==> config.mk <==
export PLATFORM = sky130hd
export DESIGN_NAME = ppsi_top
export DESIGN_NICKNAME = d
export VERILOG_FILES = /design/src/pkg/ppsi_pkg.sv /design/src/core/ppsi_top.sv /design/src/core/ppsi_fifo.sv
export SDC_FILE = /design/constraint.sdc
export NUM_CORES = 1
export LEC_CHECK = 0
export BUFFER_PORTS_ARGS = -buffer_cell sky130_fd_sc_hd__buf_2
export CELL_PAD_IN_SITES_DETAIL_PLACEMENT = 0
export CELL_PAD_IN_SITES_GLOBAL_PLACEMENT = 1
export CORE_UTILIZATION = 45
export DETAILED_ROUTE_END_ITERATION = 10
export GPL_ROUTABILITY_DRIVEN = 0
export PLACE_DENSITY = 0.75
export REMOVE_ABC_BUFFERS = 1
export SLEW_MARGIN = 20
export SYNTH_ARGS = -nofsm -noshare
export SYNTH_HDL_FRONTEND = slang
export SYNTH_SLANG_ARGS = --single-unit
==> constraint.sdc <==
create_clock -name clk_sys -period 3.1 [get_ports clk_sys]
set_input_delay 0.31 -clock clk_sys [delete_from_list [all_inputs] [get_ports clk_sys]]
set_output_delay 0.31 -clock clk_sys [all_outputs]
set_load 0.03 [all_outputs]
==> src/pkg/ppsi_pkg.sv <==
// shared types and constants of the printer port signal interface
package ppsi_pkg;

	localparam int DATA_W = 8;
	localparam int FIFO_DEPTH = 16;
	localparam int CNT_W = 8;

	// strobe timing, in ns, and the clock period they are counted against
	localparam int CLK_PERIOD_NS = 50;
	localparam int SETUP_NS = 500;
	localparam int PULSE_NS = 1000;
	localparam int HOLD_NS = 500;

	// least times round up to whole cycles
	localparam logic [CNT_W-1:0] SETUP_CYC = CNT_W'((SETUP_NS + CLK_PERIOD_NS - 1) / CLK_PERIOD_NS);
	localparam logic [CNT_W-1:0] PULSE_CYC = CNT_W'((PULSE_NS + CLK_PERIOD_NS - 1) / CLK_PERIOD_NS);
	localparam logic [CNT_W-1:0] HOLD_CYC = CNT_W'((HOLD_NS + CLK_PERIOD_NS - 1) / CLK_PERIOD_NS);

	// status pins have pull-ups, so they idle high
	localparam logic [4:0] STATUS_RST = 5'h1F;
	localparam logic [DATA_W-1:0] DATA_RST = 8'h00;

	typedef struct packed {
		logic peripheral_selected_in;
		logic paper_empty_in;
		logic peripheral_not_ready_in;
		logic transfer_ack_in_n;
		logic peripheral_error_in_n;
	} ppsi_status_t;

	typedef struct packed {
		logic standard_printer_mode;
		logic irq_enable;
		logic auto_feed;
		logic init;
		logic select;
		logic dir_input;
	} ppsi_ctl_t;

	typedef enum logic [1:0] {
		ST_IDLE,
		ST_SETUP,
		ST_PULSE,
		ST_HOLD
	} ppsi_state_t;

endpackage : ppsi_pkg

==> src/core/ppsi_top.sv <==
// printer port signal interface: strobe sequencer, control lines, status sync, interrupt
// What this block does
// - in printer mode, interrupt follows acknowledge
// - strobe pulses low with data held valid
// - auto-feed low requests continuous paper feed
// - initialise low commands a peripheral reset
// - select low selects the peripheral
// - interrupt open drain, driven low when active
`timescale 1ns/10ps
`default_nettype none
module ppsi_top (
	input wire logic clk_sys,
	input wire logic resetn,
	input wire ppsi_pkg::ppsi_ctl_t ctl,
	input wire logic [ppsi_pkg::DATA_W-1:0] wr_data,
	input wire logic wr_valid,
	output logic wr_ready,
	input wire ppsi_pkg::ppsi_status_t status_pins,
	input wire logic [ppsi_pkg::DATA_W-1:0] data_pins_in,
	output logic [ppsi_pkg::DATA_W-1:0] data_pins_out,
	output logic data_pins_oe,
	output var ppsi_pkg::ppsi_status_t status_sync,
	output logic [ppsi_pkg::DATA_W-1:0] data_sampled,
	output logic tx_active,
	output logic data_strobe_out_n,
	output logic data_strobe_oe,
	output logic auto_feed_out_n,
	output logic auto_feed_oe,
	output logic init_out_n,
	output logic init_oe,
	output logic select_out_n,
	output logic select_oe,
	output logic host_interrupt_out_n,
	output logic host_interrupt_oe
);
	import ppsi_pkg::*;

	// interrupt is armed only in printer mode with its enable set
	function automatic logic irq_armed(input ppsi_ctl_t c);
		return c.standard_printer_mode && c.irq_enable;
	endfunction : irq_armed

	////////////////////////////////////////////////////////////////////////////////
	// input synchronisers: first stage is read only by the second
	ppsi_status_t status_meta_q, status_meta_d, status_q, status_d;
	logic [DATA_W-1:0] din_meta_q, din_meta_d, din_q, din_d;

	always_comb begin
		status_meta_d = status_pins;
		status_d = status_meta_q;
		din_meta_d = data_pins_in;
		din_d = din_meta_q;
	end

	always_ff @(posedge clk_sys) begin
		if (!resetn) begin
			status_meta_q <= STATUS_RST;
			status_q <= STATUS_RST;
			din_meta_q <= DATA_RST;
			din_q <= DATA_RST;
		end else begin
			status_meta_q <= status_meta_d;
			status_q <= status_d;
			din_meta_q <= din_meta_d;
			din_q <= din_d;
		end
	end

	assign status_sync = status_q;
	assign data_sampled = din_q;

	////////////////////////////////////////////////////////////////////////////////
	// byte buffer; back-pressure reaches the user through wr_ready
	logic [DATA_W-1:0] fifo_data;
	logic fifo_valid, fifo_take;

	ppsi_fifo #(
		.WIDTH(DATA_W),
		.DEPTH(FIFO_DEPTH)
	) ppsi_fifo_inst (
		.clk_sys(clk_sys),
		.resetn(resetn),
		.in_data(wr_data),
		.in_valid(wr_valid),
		.in_ready(wr_ready),
		.out_data(fifo_data),
		.out_valid(fifo_valid),
		.out_ready(fifo_take)
	);

	////////////////////////////////////////////////////////////////////////////////
	// strobe sequencer and pin drivers
	ppsi_state_t state_q, state_d;
	logic [CNT_W-1:0] cnt_q, cnt_d;
	logic [DATA_W-1:0] dout_q, dout_d;
	logic dout_oe_q, dout_oe_d;
	logic strobe_oe_q, strobe_oe_d, feed_oe_q, feed_oe_d;
	logic init_oe_q, init_oe_d, sel_oe_q, sel_oe_d, irq_oe_q, irq_oe_d;
	logic tx_q, tx_d;
	logic [4:0] lvl_n_q, lvl_n_d;
	logic busy_s;

	always_comb begin
		busy_s = status_q.peripheral_not_ready_in;
		state_d = state_q;
		cnt_d = cnt_q;
		dout_d = dout_q;
		fifo_take = 1'b0;
		case (state_q)
			ST_IDLE: begin
				// busy is sampled before each byte only; a busy rise mid-pulse is ignored
				if (fifo_valid && !busy_s && !ctl.dir_input) begin
					fifo_take = 1'b1;
					dout_d = fifo_data;
					cnt_d = CNT_W'(SETUP_CYC - 1'b1);
					state_d = ST_SETUP;
				end
			end
			ST_SETUP: begin
				if (cnt_q == '0) begin
					cnt_d = CNT_W'(PULSE_CYC - 1'b1);
					state_d = ST_PULSE;
				end else begin
					cnt_d = CNT_W'(cnt_q - 1'b1);
				end
			end
			ST_PULSE: begin
				if (cnt_q == '0) begin
					cnt_d = CNT_W'(HOLD_CYC - 1'b1);
					state_d = ST_HOLD;
				end else begin
					cnt_d = CNT_W'(cnt_q - 1'b1);
				end
			end
			ST_HOLD: begin
				if (cnt_q == '0) begin
					state_d = ST_IDLE;
				end else begin
					cnt_d = CNT_W'(cnt_q - 1'b1);
				end
			end
			default: begin
				state_d = ST_IDLE;
				cnt_d = '0;
			end
		endcase
		// a byte in flight keeps the bus driven even if direction flips
		dout_oe_d = !ctl.dir_input || (state_d != ST_IDLE);
		strobe_oe_d = (state_d == ST_PULSE);
		feed_oe_d = ctl.auto_feed;
		init_oe_d = ctl.init;
		sel_oe_d = ctl.select;
		irq_oe_d = irq_armed(ctl) && !status_q.transfer_ack_in_n;
		// pin levels get flops of their own so that every output leaves a register
		tx_d = (state_d != ST_IDLE);
		lvl_n_d = ~{strobe_oe_d, feed_oe_d, init_oe_d, sel_oe_d, irq_oe_d};
	end

	always_ff @(posedge clk_sys) begin
		if (!resetn) begin
			state_q <= ST_IDLE;
			cnt_q <= '0;
			dout_q <= DATA_RST;
			dout_oe_q <= 1'b0;
			strobe_oe_q <= 1'b0;
			feed_oe_q <= 1'b0;
			init_oe_q <= 1'b0;
			sel_oe_q <= 1'b0;
			irq_oe_q <= 1'b0;
			tx_q <= 1'b0;
			lvl_n_q <= 5'h1F;
		end else begin
			state_q <= state_d;
			cnt_q <= cnt_d;
			dout_q <= dout_d;
			dout_oe_q <= dout_oe_d;
			strobe_oe_q <= strobe_oe_d;
			feed_oe_q <= feed_oe_d;
			init_oe_q <= init_oe_d;
			sel_oe_q <= sel_oe_d;
			irq_oe_q <= irq_oe_d;
			tx_q <= tx_d;
			lvl_n_q <= lvl_n_d;
		end
	end

	// open-drain lines: the level output mirrors the enable, low while driven
	assign data_pins_out = dout_q;
	assign data_pins_oe = dout_oe_q;
	assign tx_active = tx_q;
	assign data_strobe_oe = strobe_oe_q;
	assign data_strobe_out_n = lvl_n_q[4];
	assign auto_feed_oe = feed_oe_q;
	assign auto_feed_out_n = lvl_n_q[3];
	assign init_oe = init_oe_q;
	assign init_out_n = lvl_n_q[2];
	assign select_oe = sel_oe_q;
	assign select_out_n = lvl_n_q[1];
	assign host_interrupt_oe = irq_oe_q;
	assign host_interrupt_out_n = lvl_n_q[0];

	////////////////////////////////////////////////////////////////////////////////
	// checks
	localparam int CHK_PULSE = int'(PULSE_CYC);
	localparam int CHK_SETUP = int'(SETUP_CYC);
	logic [1:0] since_rst_q;

	always_ff @(posedge clk_sys) begin
		if (!resetn) begin
			since_rst_q <= 2'h0;
		end else if (since_rst_q != 2'h3) begin
			since_rst_q <= 2'(since_rst_q + 1'b1);
		end
	end
endmodule : ppsi_top
`default_nettype wire

==> src/core/ppsi_fifo.sv <==
// byte FIFO with registered read data between the user and the strobe sequencer
`timescale 1ns/10ps
`default_nettype none
module ppsi_fifo #(
	parameter int WIDTH = 8,
	parameter int DEPTH = 16
) (
	input wire logic clk_sys,
	input wire logic resetn,
	input wire logic [WIDTH-1:0] in_data,
	input wire logic in_valid,
	output logic in_ready,
	output logic [WIDTH-1:0] out_data,
	output logic out_valid,
	input wire logic out_ready
);
	import ppsi_pkg::*;

	localparam int AW = $clog2(DEPTH);

	logic [WIDTH-1:0] mem_q [DEPTH];
	logic [AW-1:0] wr_ptr_q, wr_ptr_d, rd_ptr_q, rd_ptr_d;
	logic [AW:0] count_q, count_d;
	logic in_ready_q, in_ready_d;
	logic [WIDTH-1:0] out_data_q, out_data_d;
	logic out_valid_q, out_valid_d;
	logic push, pop_mem;

	////////////////////////////////////////////////////////////////////////////////
	always_comb begin
		push = in_valid && in_ready_q;
		// refill the output register whenever it is empty or being taken
		pop_mem = (count_q != '0) && (!out_valid_q || out_ready);
		wr_ptr_d = push ? AW'(wr_ptr_q + 1'b1) : wr_ptr_q;
		rd_ptr_d = pop_mem ? AW'(rd_ptr_q + 1'b1) : rd_ptr_q;
		count_d = count_q;
		if (push && !pop_mem) begin
			count_d = (AW+1)'(count_q + 1'b1);
		end else if (!push && pop_mem) begin
			count_d = (AW+1)'(count_q - 1'b1);
		end
		in_ready_d = (count_d < (AW+1)'(DEPTH));
		out_data_d = pop_mem ? mem_q[rd_ptr_q] : out_data_q;
		out_valid_d = pop_mem || (out_valid_q && !out_ready);
	end

	always_ff @(posedge clk_sys) begin
		if (push) begin
			mem_q[wr_ptr_q] <= in_data;
		end
	end

	always_ff @(posedge clk_sys) begin
		if (!resetn) begin
			wr_ptr_q <= '0;
			rd_ptr_q <= '0;
			count_q <= '0;
			in_ready_q <= 1'b0;
			out_data_q <= '0;
			out_valid_q <= 1'b0;
		end else begin
			wr_ptr_q <= wr_ptr_d;
			rd_ptr_q <= rd_ptr_d;
			count_q <= count_d;
			in_ready_q <= in_ready_d;
			out_data_q <= out_data_d;
			out_valid_q <= out_valid_d;
		end
	end

	assign in_ready = in_ready_q;
	assign out_data = out_data_q;
	assign out_valid = out_valid_q;

endmodule : ppsi_fifo
`default_nettype wire

==> results.yml, run 1 <==
placement:
  post-place-cells: 823
  hpwl_um: 10400
  place_area_um2: 8440
  io_buffers: 63
synth:
  synth.yosys.seq_area_share_pct: 68.6
  syn_area_per_cell_um2: 14.3
  synth_edf_count: 128
  synthArstFlopShare_pct: 0
  syn-cell-area_um2: 7910
  ys_types: 55
  synthCells: 554
  synth_flop_cell: "edfxtp_1"
  yosysWarnings: 0
  synth_seq_cells: 207
status:
  outcome: "complete, no violations"
worst_setup_path:
  setup.worst_path.class: "reg2reg"
  cp_num_buf_inv: 1
  cp.arrival_ns: 2.97
  cp_max_fo: 16
  critPathSlowestCell: "o41ai_2"
  path_cells: "o41ai_2 -> nand2_2 -> inv_2 -> ha_1 -> nor2b_1 -> a22oi_1 -> or3_1 -> a21oi_1"
  rr_worst_depth: 8
  required_ns: 3.50
  critical-path-top-delay-family: "simple AND/OR/NAND/NOR gates"
  worstSetupPathDepth: 8
  reg2reg_from: "state_q[1]$_SDFF_PN0_"
  crit_path_end_kind: "flip-flop"
  worst-r2r-setup-slack_ns: 0.53
  slowest_delay_ns: 0.52
  worstSetupStartpointType: "flip-flop"
  worstReg2RegEnd: "ppsi_fifo_inst.count_q[2]$_SDFFE_PN0P_"
routing:
  routedWlPerCell_um: 18.2
  drc: 0
  drtIter0Drc: 325
  wirelength_um: 15800
  first_pass_iters: 5
  viasPerCell: 5.40
  ant_nets: 0
  vias: 4685
clock_network:
  path_clk_slew_ns: 0.06
  postCtsSetupBuffers: 0
  clock_latency_ns: 0.50
  cts_buffers: 22
  cts_sinks: 207
  cts_tree: "built"
  cts_root_buf: "clkbuf_16"
  clockBufferDepth: 3
  htreeDepth: 1
min_path:
  min_from: "status_pins[2]"
  hold_path_end: "status_d[2]$_SDFF_PN1_"
  min_path_cells: 2
  hp-class: "in2reg"
power_and_ir_drop:
  power.switching_mw: 2.29
  clockPowerShare_pct: 35.3
  power.leakage_nw: 3.24
  power.share.combinational_pct: 22.3
  power_per_cell_area_nw_per_um2: 851
  ir_worst_vdd_mv: 0.696
  swShare_pct: 29.0
  seq_power_share_pct: 42.4
  p_int_mw: 5.60
timing:
  period_share_pct: 82.8
  hold_viol_final: 0
  worst_pin_slew_ns: 1.05
  fmax_ghz: 0.390
  grt_setup_unrepaired: "false"
  fin_skew_ns: 0.0157
  hold_slack_ns: 0.0222
  period_minus_slack_ns: 2.57
  setup_viol: 0
  slew_violations: 0
  slew_headroom_pct: 30.0
  tns_ns: 0
finish:
  design_area_um2: 9280
  nNetsFinal: 667
  nFillCells: 1397
  most-common-layout-cells: "edfxtp_1 (128), dfxtp_1 (77), buf_2 (63), nor2_1 (34), a21oi_1 (34)"
  drive_gt1_share_pct: 22.0
  antenna_cells: 0
  area_growth_pct: 17.3
  seqCellArea_um2: 5430
  final_common_cell: "edfxtp_1"
  multiInputGateArea_um2: 2300
  finalNonFillerCells: 867
die:
  num_io_pins: 64
  die_w_um: 135
  die_area_um2: 18100
  die_h_um: 135
  core_um2: 17200
  initial_core_util_pct: 45.9
  rows: 48
global_routing:
  antenna_found_initial: 0
  grtUsageTotal_pct: 17.9
  grt_max_degree: 44
  gr-total-overflow: 0
  grt_pass1_wl_um: 24900
  grt_pass1_vias: 4687
run:
  drv_cap: 0
## layout make-up
class	count	area share (%)
multi-input combinational	305	24.8
clock buffer	31	7.07
clock inverter	9	1.51
tap	225	3.03
sequential	207	58.5
inverter	14	0.566
timing repair buffer	76	4.56
## metal layers
layer | vias to the layer above | track usage [%] | part of all wire (%)
li1 | 2221 | - | -
met1 | 2305 | 23.4 | 44
met2 | 141 | 31.1 | 49
met3 | 18 | 3.19 | 5.3
met4 | 0 | 4.18 | 1.7
met5 | - | 0.278 | 0
## cell families after synthesis
| kind of cell | after synthesis | share of synthesized area [%] |
|---|---|---|
| mux | 42 | 9.12 |
| fa+ha+maj | 11 | 1.74 |
| compound gates | 89 | 6.88 |
| flops | 207 | 68.6 |
| simple gates | 155 | 10.4 |
| xor+xnor | 8 | 0.885 |
| buf+inv | 42 | 2.40 |
## worst max-delay path by stage
stage	startpoint	endpoint	slack, ns
5_1_grt	state_q[1]$_SDFF_PN0_	ppsi_fifo_inst.count_q[2]$_SDFFE_PN0P_	0.29
3_3_place_gp	state_q[1]$_SDFF_PN0_	ppsi_fifo_inst.count_q[2]$_SDFFE_PN0P_	0.63
6_report	state_q[1]$_SDFF_PN0_	ppsi_fifo_inst.count_q[2]$_SDFFE_PN0P_	0.53
2_1_floorplan	ppsi_fifo_inst.rd_ptr_q[0]$_SDFFE_PN0P_	ppsi_fifo_inst.out_data[2]$_SDFFE_PN0P_	0.75
3_5_place_dp	state_q[1]$_SDFF_PN0_	ppsi_fifo_inst.count_q[2]$_SDFFE_PN0P_	0.55
4_1_cts	state_q[1]$_SDFF_PN0_	ppsi_fifo_inst.count_q[2]$_SDFFE_PN0P_	0.55
## per-stage QoR
| stage | total power, mW | setup slack (ns) | util (%) |
|---|---|---|---|
| after CTS | 7.96 | 0.551 | 53.8 |
| after floorplan | 4.66 | 0.747 | - |
| after global routing | 8.27 | 0.291 | 53.8 |
| after global placement | 5.12 | 0.629 | 49.0 |
| final | 7.90 | 0.533 | 53.8 |
| after detailed placement | 5.16 | 0.550 | 49.0 |
## state kept, by name, summed over array words and instances, names as in the netlist, 4 cells and up
register,count
ppsi_fifo_inst.out_data,8
ppsi_fifo_inst.count_q,5
ppsi_fifo_inst.mem_q,128
ppsi_fifo_inst.wr_ptr_q,4
status_sync,4
lvl_n_q,5
data_pins_out,8
din_d,8
ppsi_fifo_inst.rd_ptr_q,4
data_sampled,8
status_d,5
cnt_q,8
## synth_stat cells (all sizes together) (6+ instances only)
| cell type | instances | area (µm²) |
|---|---|---|
| nand2b | 13 | 81.3 |
| nor3 | 12 | 60.1 |
| inv | 13 | 48.8 |
| a31oi | 8 | 50.1 |
| buf | 13 | 81.3 |
| mux4 | 24 | 541 |
| edfxtp | 128 | 3840 |
| o22ai | 8 | 50.1 |
| a22oi | 6 | 45.0 |
| ha | 11 | 138 |
| nand3 | 14 | 70.1 |
| clkbuf | 15 | 56.3 |
| and2 | 23 | 144 |
| a21oi | 34 | 170 |
| mux2i | 17 | 170 |
| nor2 | 34 | 128 |
| o21ai | 15 | 75.1 |
| nand2 | 31 | 119 |
| dfxtp | 79 | 1580 |
## power groups by stage
stage | clock network [mW] | registers, mW | logic [mW]
after floorplan | 0 | 3.47 | 1.19
after global placement | 0 | 3.40 | 1.72
after detailed placement | 0 | 3.40 | 1.76
after CTS | 2.84 | 3.35 | 1.77
after global routing | 2.94 | 3.37 | 1.95
final | 2.79 | 3.34 | 1.76
## repair_timing
item                                    4_1_cts  5_1_grt
hold buffers                                  4        0
hold endpoints to repair                      4        0
gates resized for setup                       0        0
endpoints found under the setup margin        0        0
Power figures use the tool's default switching activity.
==> run 2, diff against run 1 <==
- ABC_AREA: not set -> 1
- CORE_UTILIZATION: 45 -> 42
- PLACE_DENSITY: 0.75 -> 0.78
- clock period: 3.1 -> 2.2 ns (I/O delays scaled with it)
==> run 2 against run 1 <==
Against the previous run:
- critical path depth is 4 higher
- core utilization down 2.2 points
- total power rose by 40%
- count of clock-buffer cells in the layout fell by 5
- sequential cell count unchanged
- critical endpoint is now ppsi_fifo_inst.count_q[4]$_SDFF_PN0_
- global-route usage increased by 0.42 points
- register-to-register slack worse by 0.32 ns
- first-iteration DRC count decreased by 16%
- worst setup slack got worse by 0.32 ns
- via count is 27% higher
- synthesized cell count rose by 64%
- area after synthesis is 7.6% higher
==> results.yml, run 2 <==
synth:
  ys_types: 32
  synthCells: 906
  syn-cell-area_um2: 8510
  synth_seq_cells: 207
  synth_top_area_cell: "edfxtp_1"
  synth_top_area_share_pct: 45.1
  synth.area.top_cells: "edfxtp_1 (45%), dfxtp_1 (19%), nand2_1 (12%)"
  synth_flop_cell: "edfxtp_1"
  syn_area_per_cell_um2: 9.40
  synthTopCellsByCount: "nand2_1 (276), inv_1 (129), edfxtp_1 (128)"
  yosysWarnings: 0
  synthArstFlopShare_pct: 0
  synth_edf_count: 128
  synth.most_common_cell: "nand2_1"
  synth.yosys.seq_area_share_pct: 63.7
worst_setup_path:
  required_ns: 2.57
  crit_path_start: "ppsi_fifo_inst.count_q[0]$_SDFFE_PN0P_"
  setup.worst_path.class: "reg2reg"
  cp.arrival_ns: 2.36
  reg2reg_from: "ppsi_fifo_inst.count_q[0]$_SDFFE_PN0P_"
  slowest_delay_ns: 0.38
  critPathSlowestCell: "dfxtp_1"
  cp_max_fo: 4
  path_cells: "inv_1 -> ha_1 -> nand2_1 -> nor2_1 -> a21oi_2 -> ha_1 -> inv_1 -> nor2_1 -> nand2_1 -> o22ai_1 -> xor2_1 -> nor2_1"
  crit_path_end_kind: "flip-flop"
  worstSetupStartpointType: "flip-flop"
  crit_path_frequent_cell: "nor2_1"
timing:
  period_share_pct: 90.3
  grt_setup_unrepaired: "false"
  fin_skew_ns: 0.00544
  hold_viol_final: 0
  slew_violations: 0
  period_minus_slack_ns: 1.99
  slew_headroom_pct: 63.2
  setup_viol: 0
  worst_pin_slew_ns: 0.548
  fmax_ghz: 0.503
placement:
  post-place-cells: 1228
  hpwl_um: 11600
  io_buffers: 63
global_routing:
  antenna_found_initial: 0
  grt_pass1_wl_um: 29200
  gr-total-overflow: 0
  grt_pass1_vias: 5763
  grt_max_degree: 51
  grtUsageTotal_pct: 18.3
finish:
  drive_gt1_share_pct: 14.7
  final_common_cell: "nand2_1"
  area_growth_pct: 19.2
  most-common-layout-cells: "nand2_1 (276), inv_1 (129), edfxtp_1 (128), nand3_1 (101), dfxtp_1 (78)"
  nNetsFinal: 1048
  antenna_cells: 0
  largest_register_ff_count: 128
  finalNonFillerCells: 1288
  nFillCells: 1834
  largest_register: "ppsi_fifo_inst.mem_q"
  utilization_pct: 51.6
power_and_ir_drop:
  power.leakage_nw: 4.59
  power_per_cell_area_nw_per_um2: 1090
  total_power_mw: 11.1
  ir_worst_vdd_mv: 0.755
clock_network:
  clock_latency_ns: 0.50
  htreeDepth: 1
  postCtsSetupBuffers: 0
  path_clk_slew_ns: 0.06
  cts_sinks: 207
  cts_root_buf: "clkbuf_16"
  clockBufferDepth: 3
  cts_tree: "built"
  cts_buffers: 23
die:
  rows: 51
  initial_core_util_pct: 43.3
  num_io_pins: 64
  die_area_um2: 20800
  core_um2: 19700
  die_w_um: 144
  die_h_um: 144
min_path:
  hp-class: "in2reg"
  min_from: "ctl[5]"
run:
  drv_cap: 0
routing:
  viasPerCell: 4.63
  first_pass_iters: 5
  vias: 5959
  ant_nets: 0
  wirelength_um: 18000
  drtIter0Drc: 274
  routedWlPerCell_um: 14.0
  drc: 0
status:
  outcome: "complete, no violations"
-- run 2: changes by cell type in the layout (fill, tap and decap cells not counted), moves of 8 or more --
| cell | before | now |
|---|---|---|
| a21oi_1 | 34 | 17 |
| mux2i_1 | 17 | 0 |
| nand3_1 | 14 | 101 |
| nor2_1 | 34 | 69 |
| and2_1 | 23 | 0 |
| inv_1 | 12 | 129 |
| mux4_2 | 24 | 0 |
| or2_2 | 0 | 10 |
| a31oi_1 | 8 | 0 |
| nand2b_1 | 13 | 0 |
| dlygate4sd3_1 | 4 | 19 |
| nand2_1 | 30 | 276 |
| nor3_1 | 12 | 3 |
| buf_4 | 9 | 29 |
-- run 2: through the flow --
step                setup WS (ns)  hold slack (ns)  cell area [µm²]  setup TNS, ns
global placement            0.350            0.392             9190              0
detailed placement          0.232            0.397             9190              0
finish                      0.213           0.0455            10100              0
CTS                         0.201           0.0120            10100              0
global route               0.0461           0.0562            10100              0
floorplan                  -0.354            0.302             8310          -2.96
-- run 2: critical path, delay by kind of cell, from the launching register on --
family                   cells  cell delay (ns)
flip-flops                   1             0.38
AND/OR/NAND/NOR              5             0.43
buffers and inverters        2             0.15
adder cells (fa/ha/maj)      2             0.40
XOR/XNOR                     1             0.20
AO/OA/AOI/OAI                2             0.29
-- run 2: path summary, 6_finish.rpt --
path | to | depth (start not counted) | slack (ns)
setup / recovery | ppsi_fifo_inst.count_q[4]$_SDFF_PN0_ | 12 | 0.21
hold / removal | lvl_n_q[0]$_SDFF_PN1_ | 3 | 0.05
setup reg to reg | ppsi_fifo_inst.count_q[4]$_SDFF_PN0_ | 12 | 0.21
hold reg to reg | data_sampled[4]$_SDFF_PN0_ | 2 | 0.41
-- run 2: layer usage --
layer | vias to the layer above | global-route usage, % | share of wire, %
li1 | 3081 | - | -
met5 | - | 0 | 0
met2 | 116 | 31.5 | 48
met4 | 0 | 5.65 | 1.9
met3 | 30 | 2.91 | 4.1
met1 | 2732 | 23.6 | 46
-- run 2: final cells by class --
cell class                      instances  area (µm²)  share of cell area [%]
Sequential cell                       207        5430                    53.5
Clock inverter                         15         176                    1.74
Inverter                              133         504                    4.97
Tap cell                              265         332                    3.27
Clock buffer                           26         587                    5.78
Multi-Input combinational cell        530        2380                    23.4
Timing Repair Buffer                  112         743                    7.33
-- run 2: kinds of logic (layout without fill, tap and decap cells) --
family / Yosys count / in the layout / synth area share (%)
AND/OR/NAND/NOR: 471 / 471 / 23.1
flip-flops: 207 / 207 / 63.7
buffers and inverters: 169 / 286 / 8.36
AO/OA/AOI/OAI: 43 / 43 / 2.65
adder cells (fa/ha/maj): 11 / 11 / 1.62
XOR/XNOR: 5 / 5 / 0.514
-- run 2: power by group --
| group | total (mW) | switching [mW] | internal (mW) |
|---|---|---|---|
| Combinational | 2.73 | 1.84 | 0.894 |
| Sequential | 4.49 | 0.120 | 4.37 |
| Clock | 3.85 | 1.47 | 2.38 |
| Total | 11.1 | 3.43 | 7.64 |
-- run 2: repair_timing --
item / CTS / global route
hold buffers: 19 / 0
gates resized for setup: 0 / 0
hold endpoints to repair: 21 / 0
==> run 3, diff against run 2 <==
- PLACE_DENSITY: 0.78 -> 0.76
==> run 3 against run 2 <==
Against the previous run:
- sequential power is essentially flat
- maximum frequency grew 5.8%
- cell count fell by 0.31%
- largest cell class unchanged
- largest power group unchanged
==> results.yml, run 3 (synthesis results as in run 2) <==
global_routing:
  grt_max_degree: 69
  grtUsageTotal_pct: 18.0
  grt_pass1_vias: 5584
  gr-total-overflow: 0
  antenna_found_initial: 0
  grt_pass1_wl_um: 28700
run:
  drv_cap: 0
routing:
  vias: 5929
  drc: 0
  wirelength_um: 18300
  ant_nets: 0
  viasPerCell: 4.62
  first_pass_iters: 5
  routedWlPerCell_um: 14.3
  drtIter0Drc: 384
finish:
  drive_gt1_share_pct: 15.0
  most-common-layout-cells: "nand2_1 (276), inv_1 (129), edfxtp_1 (128), nand3_1 (101), dfxtp_1 (78)"
  utilization_pct: 51.7
  nFillCells: 1830
  largest_register: "ppsi_fifo_inst.mem_q"
  largest_register_ff_count: 128
  antenna_cells: 0
  finalNonFillerCells: 1284
  nNetsFinal: 1045
  area_growth_pct: 19.3
  final_common_cell: "nand2_1"
timing:
  setup_viol: 0
  fin_skew_ns: 0.0165
  fin_ws_ns: 0.323
  period_share_pct: 85.3
  hold_slack_ns: 0.0350
  grt_setup_unrepaired: "false"
  slew_headroom_pct: 60.4
  hold_viol_final: 0
  fmax_ghz: 0.533
  worst_pin_slew_ns: 0.591
  slew_violations: 0
  period_minus_slack_ns: 1.88
placement:
  hpwl_um: 11300
  io_buffers: 63
  place_ws_ns: 0.299
  post-place-cells: 1225
die:
  initial_core_util_pct: 43.3
  die_area_um2: 20800
  die_h_um: 144
  num_io_pins: 64
  rows: 51
  die_w_um: 144
  core_um2: 19700
clock_network:
  htreeDepth: 1
  cts_buffers: 23
  postCtsSetupBuffers: 0
  clock_latency_ns: 0.50
  path_clk_slew_ns: 0.06
  cts_tree: "built"
  cts_root_buf: "clkbuf_16"
  clockBufferDepth: 3
  cts_sinks: 207
worst_setup_path:
  critPathSlowestCell: "dfxtp_1"
  critical-path-top-delay-family: "adder cells"
  crit_path_frequent_cell: "inv_1"
  slowest_delay_ns: 0.36
  required_ns: 2.64
  path_cells: "inv_1 -> ha_1 -> nand2_1 -> nor2_1 -> a21oi_2 -> ha_2 -> inv_1 -> nor2_2 -> nand2_1 -> o22ai_1 -> xor2_1 -> inv_1 -> nor2_1"
  setup.worst_path.class: "reg2reg"
  cp_num_buf_inv: 3
  crit_path_end_kind: "flip-flop"
  cp.arrival_ns: 2.32
  worstSetupStartpointType: "flip-flop"
  cp_max_fo: 4
power_and_ir_drop:
  ir_worst_vdd_mv: 0.740
  power_per_cell_area_nw_per_um2: 1090
  total_power_mw: 11.1
  power.leakage_nw: 4.61
status:
  outcome: "complete, no violations"
min_path:
  hp-class: "in2reg"
[run 3: cell count changes in the layout (fill, tap and decap cells not counted), sizes merged]
cell and change:
clkinvlp -2, clkbuf +4, clkinv -2, inv +1, buf -3, bufinv -2
[run 3: routing by layer]
| metal | share of wire, % | routed length, µm | track usage [%] |
|---|---|---|---|
| met1 | 46 | 8380 | 23.9 |
| met2 | 48 | 8720 | 31.1 |
| met4 | 1.2 | 228 | 3.88 |
| met3 | 5.4 | 989 | 2.78 |
| met5 | 0 | 0 | 0 |
[run 3: final cells by class]
type / count / area, µm² / share of cell area [%]
clock buffer: 30 / 664 / 6.54
clock inverter: 10 / 105 / 1.03
inverter: 133 / 504 / 4.96
multi-input combinational: 530 / 2380 / 23.4
sequential: 207 / 5430 / 53.4
tap: 265 / 332 / 3.26
timing repair buffer: 109 / 746 / 7.34
[run 3: final timing paths]
path,startpoint,to,slack [ns],cells after the start
min reg2reg,din_d[4]$_SDFF_PN0_,data_sampled[4]$_SDFF_PN0_,0.41,2
max reg2reg,ppsi_fifo_inst.count_q[0]$_SDFFE_PN0P_,ppsi_fifo_inst.in_ready$_SDFF_PN0_,0.32,13
min,ctl[5],lvl_n_q[0]$_SDFF_PN1_,0.03,3
max,ppsi_fifo_inst.count_q[0]$_SDFFE_PN0P_,ppsi_fifo_inst.in_ready$_SDFF_PN0_,0.32,13
[run 3: report_power, final]
group | switching (mW) | internal (mW) | leakage, nW
Sequential | 0.122 | 4.37 | 1.80
Combinational | 1.87 | 0.906 | 2.42
Clock | 1.47 | 2.35 | 0.384
[run 3: tightest hold or removal path, stage by stage]
cell and delay, ns:
buf_2 0.07, and3_1 0.16, inv_1 0.04
[run 3: repair_timing]
| action | in CTS | in global routing |
|---|---|---|
| gates resized for setup | 0 | 2 |
| endpoints found under the hold margin | 21 | 0 |
| hold buffers | 19 | 0 |
| setup endpoints to repair | 0 | 1 |
[run 3: metrics by stage]
stage,cell area (µm²),setup TNS [ns]
global route,10200,0
finish,10200,0
detailed placement,9200,0
CTS,10200,0
global placement,9200,0
floorplan,8310,-2.96
